## config.mk

```make
export PLATFORM = sky130hd
export DESIGN_NAME = msmr_regs
export DESIGN_NICKNAME = d
export VERILOG_FILES = /design/src/design/msmr_regs.v /design/src/design/msmr_status_mux.v
export VERILOG_INCLUDE_DIRS = /design/src /design/src/common
export SDC_FILE = /design/constraint.sdc
export NUM_CORES = 2
export LEC_CHECK = 0
export ABC_CLOCK_PERIOD_IN_PS = 289100
export BUFFER_PORTS_ARGS = -buffer_cell sky130_fd_sc_hd__buf_2
export CORE_ASPECT_RATIO = 0.9
export CORE_MARGIN = 10
export CORE_UTILIZATION = 30
export DETAILED_ROUTE_END_ITERATION = 12
export MAX_ROUTING_LAYER = met4
export SLEW_MARGIN = 40
export SYNTH_ARGS = -nofsm -noshare
export SYNTH_HDL_FRONTEND = slang
export SYNTH_SLANG_ARGS = --single-unit
```

## constraint.sdc

```tcl
create_clock -name clk_i -period 289.1 [get_ports clk_i]
set_input_delay 57.82 -clock clk_i [delete_from_list [all_inputs] [get_ports clk_i]]
set_output_delay 57.82 -clock clk_i [all_outputs]
set_load 0.01 [all_outputs]
```

## src/common/msmr_defines.vh

```
/*
 * Constants for the motor status monitor register bank: byte addresses,
 * selector codes, command codes, copy ranges, limits and reset values.
 * Assumes inclusion by bare name from the design files.
 */
`ifndef MSMR_DEFINES_VH
`define MSMR_DEFINES_VH

// ----------------------------------------------------------------------
// Register addresses
// ----------------------------------------------------------------------
`define MSMR_ADDR_STAT_LOW      16'h0205
`define MSMR_ADDR_STAT_MID      16'h0206
`define MSMR_ADDR_STAT_HIGH     16'h0207
`define MSMR_ADDR_SELECTOR      16'h0306
`define MSMR_ADDR_BASE_LOW      16'h0307
`define MSMR_ADDR_BASE_HIGH     16'h0308
`define MSMR_ADDR_COMMAND       16'h0400

// ----------------------------------------------------------------------
// Copy ranges
// ----------------------------------------------------------------------
`define MSMR_NVM_FIRST          16'h1000
`define MSMR_NVM_LAST           16'h1022
`define MSMR_MAIN_FIRST         16'h0000
`define MSMR_MAIN_LAST          16'h0401

// ----------------------------------------------------------------------
// Selector codes
// ----------------------------------------------------------------------
`define MSMR_SEL_PERIOD         4'h3
`define MSMR_SEL_HIGH           4'h4
`define MSMR_SEL_CTRL_TARGET    4'h5
`define MSMR_SEL_PI_DUTY        4'h6
`define MSMR_SEL_ENERGIZE       4'h7
`define MSMR_SEL_PHASE_OPEN     4'h8
`define MSMR_SEL_CRC            4'h9
`define MSMR_SEL_MAX_DUTY       4'hA
`define MSMR_SEL_ACT_LEAD       4'hB
`define MSMR_SEL_TGT_LEAD       4'hC
`define MSMR_SEL_LOOP_STATE     4'hD
`define MSMR_SEL_MON_TARGET     4'hE

// ----------------------------------------------------------------------
// Commands, base select, limits and resets
// ----------------------------------------------------------------------
`define MSMR_CMD_DOWNLOAD       8'h00
`define MSMR_CMD_CHECKSUM       8'hFF
`define MSMR_BASE_SELECT_USE    4'hF
`define MSMR_EPOS_MAX           8'hBF
`define MSMR_DUTY_SCALE_LOG2    10
`define MSMR_RST_BYTE           8'h00
`define MSMR_RST_SELECTOR       4'h0
`define MSMR_RST_WORD           24'h000000

`endif

```

## src/design/msmr_regs.v

```verilog
/*
 * Motor status monitor register bank: selector, latched three-byte
 * status word, base address register and download/checksum command.
 * Assumes a serial-frame decoder on clk_i presenting one-cycle read
 * and write strobes with a 16-bit address, and an outside nonvolatile
 * engine that performs the copy or checksum when started.
 */
`timescale 1ns/1ps
`default_nettype none
`include "msmr_defines.vh"

// Functional notes
// [RULE1] Selector 3h shows 22-bit latched input period count, top two bits zero.
// [RULE2] Selector 4h shows 22-bit latched input high count; duty is high/period*1024.
// [RULE3] Selector 5h shows 15-bit control target, 7FFFh max, 0000h zero.
// [RULE4] Selector 6h shows 10-bit PI duty result, 000h zero, 3FFh full.
// [RULE5] Selector 7h shows energizing position 00h..BFh, 1.875 degrees per step.
// [RULE6] Selector 8h: bit3 all phases connected, bits 2..0 W,V,U, zero when open.
// [RULE7] Selector 9h shows 8-bit configuration CRC remainder.
// [RULE8] Selector Ah shows 10-bit maximum output duty capping all phases.
// [RULE9] Selector Bh shows 5-bit actual lead angle from output duty.
// [RULE10] Selector Ch shows 5-bit target lead angle from duty and settings.
// [RULE11] Selector Dh bit 2 high while window count change is enabled.
// [RULE12] Selector Dh bit 1 high while zero-cross detection is enabled.
// [RULE13] Selector Dh bit 0 high while outputs are in high-impedance window.
// [RULE14] Selector Eh shows 15-bit output monitor target.
// [RULE15] Selector Eh: middle byte bit 7 is one for closed loop.
// [RULE16] 16-bit base address in two bytes, used when frame base select is Fh.
// [RULE17] Writing 00h to the command register starts the download.
// [RULE18] Writing FFh starts checksum; other values do nothing.
// [RULE19] Command writes ignored while the nonvolatile busy flag is high.
// [RULE20] Reading the low byte latches the upper two bytes until next low read.
// [RULE21] Status bytes at 0205h..0207h, selector at 0306h.
// [RULE22] Download copies nonvolatile 1000h..1022h into main bank 0000h..0401h.
// [RULE23] Bits with no field for the current selector read zero.
// [RULE24] Busy flag high for the whole download or checksum, cleared after.

module msmr_regs (
    input  wire        clk_i,
    input  wire        reset_i,
    // Register access from the serial frame decoder
    input  wire        reg_write_i,
    input  wire        reg_read_i,
    input  wire [15:0] reg_addr_i,
    input  wire [7:0]  reg_wdata_i,
    output reg  [7:0]  reg_rdata_o,
    input  wire [3:0]  base_select_field_i,
    input  wire [15:0] frame_addr_i,
    output wire [15:0] effective_addr_o,
    // Internal quantities
    input  wire [21:0] input_period_count_i,
    input  wire [21:0] input_high_count_i,
    input  wire [14:0] control_target_i,
    input  wire [9:0]  pi_duty_result_i,
    input  wire [7:0]  energizing_position_i,
    input  wire [2:0]  phase_connected_i,
    input  wire [7:0]  config_crc_remainder_i,
    input  wire [9:0]  max_output_duty_i,
    input  wire [4:0]  actual_lead_angle_i,
    input  wire [4:0]  target_lead_angle_i,
    input  wire        window_change_active_i,
    input  wire        zero_cross_detect_active_i,
    input  wire        high_impedance_window_i,
    input  wire [14:0] monitor_target_i,
    input  wire        closed_loop_flag_i,
    output wire [9:0]  input_duty_value_o,
    // Nonvolatile engine handshake
    input  wire        nvm_done_i,
    output reg         download_start_o,
    output reg         checksum_start_o,
    output wire [15:0] copy_src_first_o,
    output wire [15:0] copy_src_last_o,
    output wire [15:0] copy_dst_first_o,
    output wire [15:0] copy_dst_last_o,
    output reg         nvm_busy_flag_o
);

    // ------------------------------------------------------------------
    // Storage
    // ------------------------------------------------------------------
    reg  [3:0]  status_selector;
    reg  [7:0]  base_address_low;
    reg  [7:0]  base_address_high;
    reg  [15:0] status_upper_latch;
    wire [23:0] status_word;
    wire [15:0] base_address_value;
    wire [31:0] duty_product;
    wire [31:0] duty_quotient;

    function automatic is_addr;
        input [15:0] a;
        input [15:0] b;
        begin
            is_addr = (a == b);
        end
    endfunction

    msmr_status_mux u_mux (
        .status_selector_i          (status_selector),
        .input_period_count_i       (input_period_count_i),
        .input_high_count_i         (input_high_count_i),
        .control_target_i           (control_target_i),
        .pi_duty_result_i           (pi_duty_result_i),
        .energizing_position_i      (energizing_position_i),
        .phase_connected_i          (phase_connected_i),
        .config_crc_remainder_i     (config_crc_remainder_i),
        .max_output_duty_i          (max_output_duty_i),
        .actual_lead_angle_i        (actual_lead_angle_i),
        .target_lead_angle_i        (target_lead_angle_i),
        .window_change_active_i     (window_change_active_i),
        .zero_cross_detect_active_i (zero_cross_detect_active_i),
        .high_impedance_window_i    (high_impedance_window_i),
        .monitor_target_i           (monitor_target_i),
        .closed_loop_flag_i         (closed_loop_flag_i),
        .status_word_o              (status_word)
    );

    // ------------------------------------------------------------------
    // Input duty
    // ------------------------------------------------------------------
    // [RULE2] duty from counts; saturates at full scale, zero period gives zero
    assign duty_product  = {input_high_count_i, 10'h000};
    // Quotient stays below 1024 whenever high is below period
    assign duty_quotient = duty_product / {10'h000, input_period_count_i};
    assign input_duty_value_o =
        (input_period_count_i == 22'h000000) ? 10'h000 :
        (input_high_count_i >= input_period_count_i) ? 10'h3FF :
        duty_quotient[9:0];

    // ------------------------------------------------------------------
    // Base address
    // ------------------------------------------------------------------
    assign base_address_value = {base_address_high, base_address_low};
    // [RULE16] short-format address substitution
    assign effective_addr_o = (base_select_field_i == `MSMR_BASE_SELECT_USE) ?
                              base_address_value : frame_addr_i;

    // [RULE22] fixed copy ranges for the engine
    assign copy_src_first_o = `MSMR_NVM_FIRST;
    assign copy_src_last_o  = `MSMR_NVM_LAST;
    assign copy_dst_first_o = `MSMR_MAIN_FIRST;
    assign copy_dst_last_o  = `MSMR_MAIN_LAST;

    // ------------------------------------------------------------------
    // Register writes and command
    // ------------------------------------------------------------------
    always @(posedge clk_i) begin
        if (reset_i) begin
            status_selector   <= `MSMR_RST_SELECTOR;
            base_address_low  <= `MSMR_RST_BYTE;
            base_address_high <= `MSMR_RST_BYTE;
            download_start_o  <= 1'b0;
            checksum_start_o  <= 1'b0;
            nvm_busy_flag_o   <= 1'b0;
        end else begin
            download_start_o <= 1'b0;
            checksum_start_o <= 1'b0;
            // [RULE24] busy clears on completion
            if (nvm_done_i) begin
                nvm_busy_flag_o <= 1'b0;
            end
            if (reg_write_i) begin
                // [RULE21] selector location
                if (is_addr(reg_addr_i, `MSMR_ADDR_SELECTOR)) begin
                    status_selector <= reg_wdata_i[3:0];
                end
                // [RULE16] base address bytes
                if (is_addr(reg_addr_i, `MSMR_ADDR_BASE_LOW)) begin
                    base_address_low <= reg_wdata_i;
                end
                if (is_addr(reg_addr_i, `MSMR_ADDR_BASE_HIGH)) begin
                    base_address_high <= reg_wdata_i;
                end
                // [RULE19] command blocked while busy
                if (is_addr(reg_addr_i, `MSMR_ADDR_COMMAND) && !nvm_busy_flag_o) begin
                    // [RULE17] download start
                    if (reg_wdata_i == `MSMR_CMD_DOWNLOAD) begin
                        download_start_o <= 1'b1;
                        // [RULE24] busy raised with start
                        nvm_busy_flag_o  <= 1'b1;
                    end
                    // [RULE18] checksum start, others ignored
                    if (reg_wdata_i == `MSMR_CMD_CHECKSUM) begin
                        checksum_start_o <= 1'b1;
                        nvm_busy_flag_o  <= 1'b1;
                    end
                end
            end
        end
    end

    // ------------------------------------------------------------------
    // Status latch and read data
    // ------------------------------------------------------------------
    // Latch keeps the three bytes coherent across a sequential read
    always @(posedge clk_i) begin
        if (reset_i) begin
            status_upper_latch <= 16'h0000;
        end else if (reg_read_i && is_addr(reg_addr_i, `MSMR_ADDR_STAT_LOW)) begin
            // [RULE20] upper bytes latched on low read
            status_upper_latch <= status_word[23:8];
        end
    end

    always @(posedge clk_i) begin
        if (reset_i) begin
            reg_rdata_o <= `MSMR_RST_BYTE;
        end else if (reg_read_i) begin
            // [RULE21] status byte locations
            case (reg_addr_i)
                `MSMR_ADDR_STAT_LOW:  reg_rdata_o <= status_word[7:0];
                `MSMR_ADDR_STAT_MID:  reg_rdata_o <= status_upper_latch[7:0];
                `MSMR_ADDR_STAT_HIGH: reg_rdata_o <= status_upper_latch[15:8];
                `MSMR_ADDR_SELECTOR:  reg_rdata_o <= {4'h0, status_selector};
                `MSMR_ADDR_BASE_LOW:  reg_rdata_o <= base_address_low;
                `MSMR_ADDR_BASE_HIGH: reg_rdata_o <= base_address_high;
                default:              reg_rdata_o <= `MSMR_RST_BYTE;
            endcase
        end
    end

endmodule // msmr_regs

`default_nettype wire

```

## src/design/msmr_status_mux.v

```verilog
/*
 * Status word multiplexer: selects one internal quantity into a 24-bit
 * word by the 4-bit selector, with unused bits at zero.
 * Assumes all inputs are on clk_i in the enclosing block.
 */
`timescale 1ns/1ps
`default_nettype none

module msmr_status_mux (
    input  wire [3:0]  status_selector_i,
    input  wire [21:0] input_period_count_i,
    input  wire [21:0] input_high_count_i,
    input  wire [14:0] control_target_i,
    input  wire [9:0]  pi_duty_result_i,
    input  wire [7:0]  energizing_position_i,
    input  wire [2:0]  phase_connected_i,
    input  wire [7:0]  config_crc_remainder_i,
    input  wire [9:0]  max_output_duty_i,
    input  wire [4:0]  actual_lead_angle_i,
    input  wire [4:0]  target_lead_angle_i,
    input  wire        window_change_active_i,
    input  wire        zero_cross_detect_active_i,
    input  wire        high_impedance_window_i,
    input  wire [14:0] monitor_target_i,
    input  wire        closed_loop_flag_i,
    output reg  [23:0] status_word_o
);

    wire [7:0] epos_clamped;

    // Clamp guards against a stray value past the last position
    // [RULE5] position limit
    assign epos_clamped = (energizing_position_i > `MSMR_EPOS_MAX) ?
                          `MSMR_EPOS_MAX : energizing_position_i;

    // [RULE23] unassigned bits zero
    always @* begin
        status_word_o = `MSMR_RST_WORD;
        case (status_selector_i)
            // [RULE1] period count
            `MSMR_SEL_PERIOD:      status_word_o = {2'h0, input_period_count_i};
            // [RULE2] high count
            `MSMR_SEL_HIGH:        status_word_o = {2'h0, input_high_count_i};
            // [RULE3] control target
            `MSMR_SEL_CTRL_TARGET: status_word_o = {9'h000, control_target_i};
            // [RULE4] PI duty
            `MSMR_SEL_PI_DUTY:     status_word_o = {14'h0000, pi_duty_result_i};
            `MSMR_SEL_ENERGIZE:    status_word_o = {16'h0000, epos_clamped};
            // [RULE6] phase open flags
            `MSMR_SEL_PHASE_OPEN:  status_word_o = {20'h00000, &phase_connected_i,
                                                    phase_connected_i};
            // [RULE7] CRC remainder
            `MSMR_SEL_CRC:         status_word_o = {16'h0000, config_crc_remainder_i};
            // [RULE8] maximum duty
            `MSMR_SEL_MAX_DUTY:    status_word_o = {14'h0000, max_output_duty_i};
            // [RULE9] actual lead
            `MSMR_SEL_ACT_LEAD:    status_word_o = {19'h00000, actual_lead_angle_i};
            // [RULE10] target lead
            `MSMR_SEL_TGT_LEAD:    status_word_o = {19'h00000, target_lead_angle_i};
            // [RULE11] [RULE12] [RULE13] loop state bits
            `MSMR_SEL_LOOP_STATE:  status_word_o = {21'h00000, window_change_active_i,
                                                    zero_cross_detect_active_i,
                                                    high_impedance_window_i};
            // [RULE14] [RULE15] monitor target and loop flag
            `MSMR_SEL_MON_TARGET:  status_word_o = {8'h00, closed_loop_flag_i,
                                                    monitor_target_i};
            default:               status_word_o = `MSMR_RST_WORD;
        endcase
    end

endmodule // msmr_status_mux

`default_nettype wire

```

==> flow_summary.yaml <==
synthesis:
  synth_edf_count: 0
  synth_area_sq_um: 31400
  yosys.area.top_type_share: 0.193
  ys_seq_area_frac: 0.0287
  async_flop_share: 0
  avgSynthCellArea_sq_um: 6.92
  ys_seq_elements: 45
  ys_top_cells_by_area: "ha_1 (19%), a21oi_1 (6.9%), nor2_1 (5.2%), mux2_2 (5.1%), xnor2_1 (5.1%)"
  syn-instance-count: 4531
  synth.largest_area_cell: "ha_1"
  ys_warn_count: 0
  synth_cell_types: 109
  ys.flop_type: "dfxtp_1"
floorplanning:
  die_h_um: 327
  die_w_um: 361
  core_sq_um: 104000
  rows: 112
  die_area_sq_um: 118000
  io_pins: 277
  initial_core_util: 0.302
clock_tree:
  h-tree-depth: 2
  postCtsHoldBufs: 0
  cts_buffer_depth: 2
  ctsResizeCount: 0
  clock_sinks: 45
  clk_latency_ps: 310
  clk_pin_slew_ps: 70
  postCtsSetupBuffers: 0
  root_buffer: "clkbuf_16"
  cts_tree: "yes"
  numCtsBuffers: 5
detailed_routing:
  dr.max_layer_used: "met4"
  wl_met2_mm: 52.9
  first_pass_iters: 9
  drcViolationCount: 0
  vias: 35600
  m1WireLength_mm: 59.6
  ant_nets: 0
  post_drt_wl_per_cell_um: 21.1
  drt-total-wl_mm: 128
  drt_iter0_markers: 3506
  wl_met3_mm: 11.0
  vias_per_cell: 5.90
critical_path:
  cp_common_cell: "o21a_1"
  worstSetupStartpointType: "input port"
  crit_buf_inv: 22
  critical-path-slowest-cell: "a41o_1"
  crit_path_end_kind: "output port"
  path_delay_family: "compound AO/OA/AOI/OAI gates"
  crit_arrival_ps: 146190
  path_max_fanout: 39
  cp.required_ps: 231280
  cp_slowest_stage_delay_ps: 780
  crit_type: "in2out"
timing:
  slew_headroom: 0.382
  finClkSkew_ps: 8.88
  finalHoldViolCount: 0
  period_minus_slack_ps: 204010
  setup_viol: 0
  fin_tns_setup_ps: 0
  fin_crit_sh: 0.706
  fmax_mhz: 4.90
  worst_slew_pin_slew_ps: 920
  slew_violations: 0
  rsz0062_at_grt: "false"
outcome:
  status: "completed"
grt:
  grt_max_degree: 45
  antenna_found_initial: 9
  grt-ovfl-total: 0
  track_usage: 0.207
  grt_pass1_wl_mm: 192
  grt_pass1_vias: 32400
finish:
  layout-drive-gt1-share: 0.114
  areaGrowthSynthToFinish_pct: 8.47
  layout_common_cells: "ha_1 (485), nor2_1 (433), a21oi_1 (429), nand2_1 (397), o21ai_0 (266)"
  final_common_cell: "ha_1"
  num-nets-final: 5325
flow_run:
  max_cap_violations: 0
min_path:
  holdCritPathClass: "reg2reg"
placed_design:
  port-buffer-count: 212
  gp_congestion: 1.00
  hpwlAfterDp_mm: 102
-- synth_stat cells (11+ instances only) --
cell type and instances:
a211o_1 16, a211oi_1 45, a21boi_0 39, a21o_1 138, a21oi_1 430, a221oi_1 14
a22oi_1 40, a31o_2 16, a31oi_1 66, and2_1 32, and3_1 32, buf_4 71
clkbuf_1 112, dfxtp_1 45, ha_1 485, inv_1 173, mux2_2 142, mux2i_1 58
nand2_1 397, nand2b_1 45, nand3_1 138, nand4_1 72, nor2_1 433, nor2b_1 59
nor3_1 155, nor4_1 28, o211ai_1 41, o21a_1 143, o21ai_0 267, o21ai_1 13
o21bai_1 43, o221ai_1 15, o22ai_1 19, o31ai_1 67, or2_2 30, or3_1 47
or4_1 11, xnor2_1 182, xor2_1 105
-- path summary, 6_finish.rpt --
check	end	startpoint	depth (start not counted)	slack, ps
setup / recovery	input_duty_value_o[0]	input_period_count_i[16]	356	85090
hold reg to reg	status_upper_latch[2]$_SDFFE_PP0P_	status_upper_latch[2]$_SDFFE_PP0P_	2	500
setup reg to reg	status_upper_latch[6]$_SDFFE_PP0P_	status_selector[0]$_SDFFE_PP0P_	7	286100
hold / removal	status_upper_latch[2]$_SDFFE_PP0P_	status_upper_latch[2]$_SDFFE_PP0P_	2	500
-- stage by stage --
stage,cell area (sq um),hold WS [ps],util,setup slack [ps],cells
floorplan,31600,443,-,95010,4593
global placement,33800,465,0.326,87240,6023
detailed placement,33800,482,0.326,85910,6024
CTS,34000,499,0.328,85540,6032
global route,34000,525,0.328,77850,6039
finish,34000,497,0.328,85090,6039
-- flip-flops by register name, indices dropped and copies added (netlist names) --
| register | flops |
|---|---|
| status_upper_latch | 14 |
| base_address_low | 8 |
| download_start_o | 1 |
| status_selector | 4 |
| nvm_busy_flag_o | 1 |
| checksum_start_o | 1 |
| reg_rdata_o | 8 |
| base_address_high | 8 |
-- routing by layer --
metal	global-route usage	up-vias
met2	0.308	1544
li1	-	17200
met3	0.0326	203
met5	-	-
met4	0.0637	0
met1	0.284	16600
-- final cells by class --
type | count | area, sq um
diodes | 7 | 17.5
clock buffers | 5 | 125
clock inverters | 3 | 47.5
fillers | 11300 | 69700
inverters | 177 | 664
multi-input cells | 4166 | 29100
flip-flops and latches | 45 | 901
well taps | 1368 | 1710
repair buffers | 268 | 1480
-- tightest hold or removal path: cells and delay by family, from the launching register on --
kind	cells	cell delay [ps]
AND/OR/NAND/NOR	1	70
flip-flops	1	330
AO/OA/AOI/OAI	1	60
-- cell families (layout without fill, tap and decap cells) --
kind of cell	after synthesis	in the layout	synth area share
muxes	212	212	0.0748
AOI/OAI and AO/OA	1567	1567	0.327
adders and majority gates	486	486	0.194
xor gates and xnor gates	287	287	0.0801
buffers and inverters	382	453	0.0551
other	2	71	0.000239
and+or+nand+nor	1550	1550	0.240
DFF	45	45	0.0287
Power is left out: the tool's default activity adds up to more than one toggle a clock period on the data nets, which glitch-free logic cannot reach.
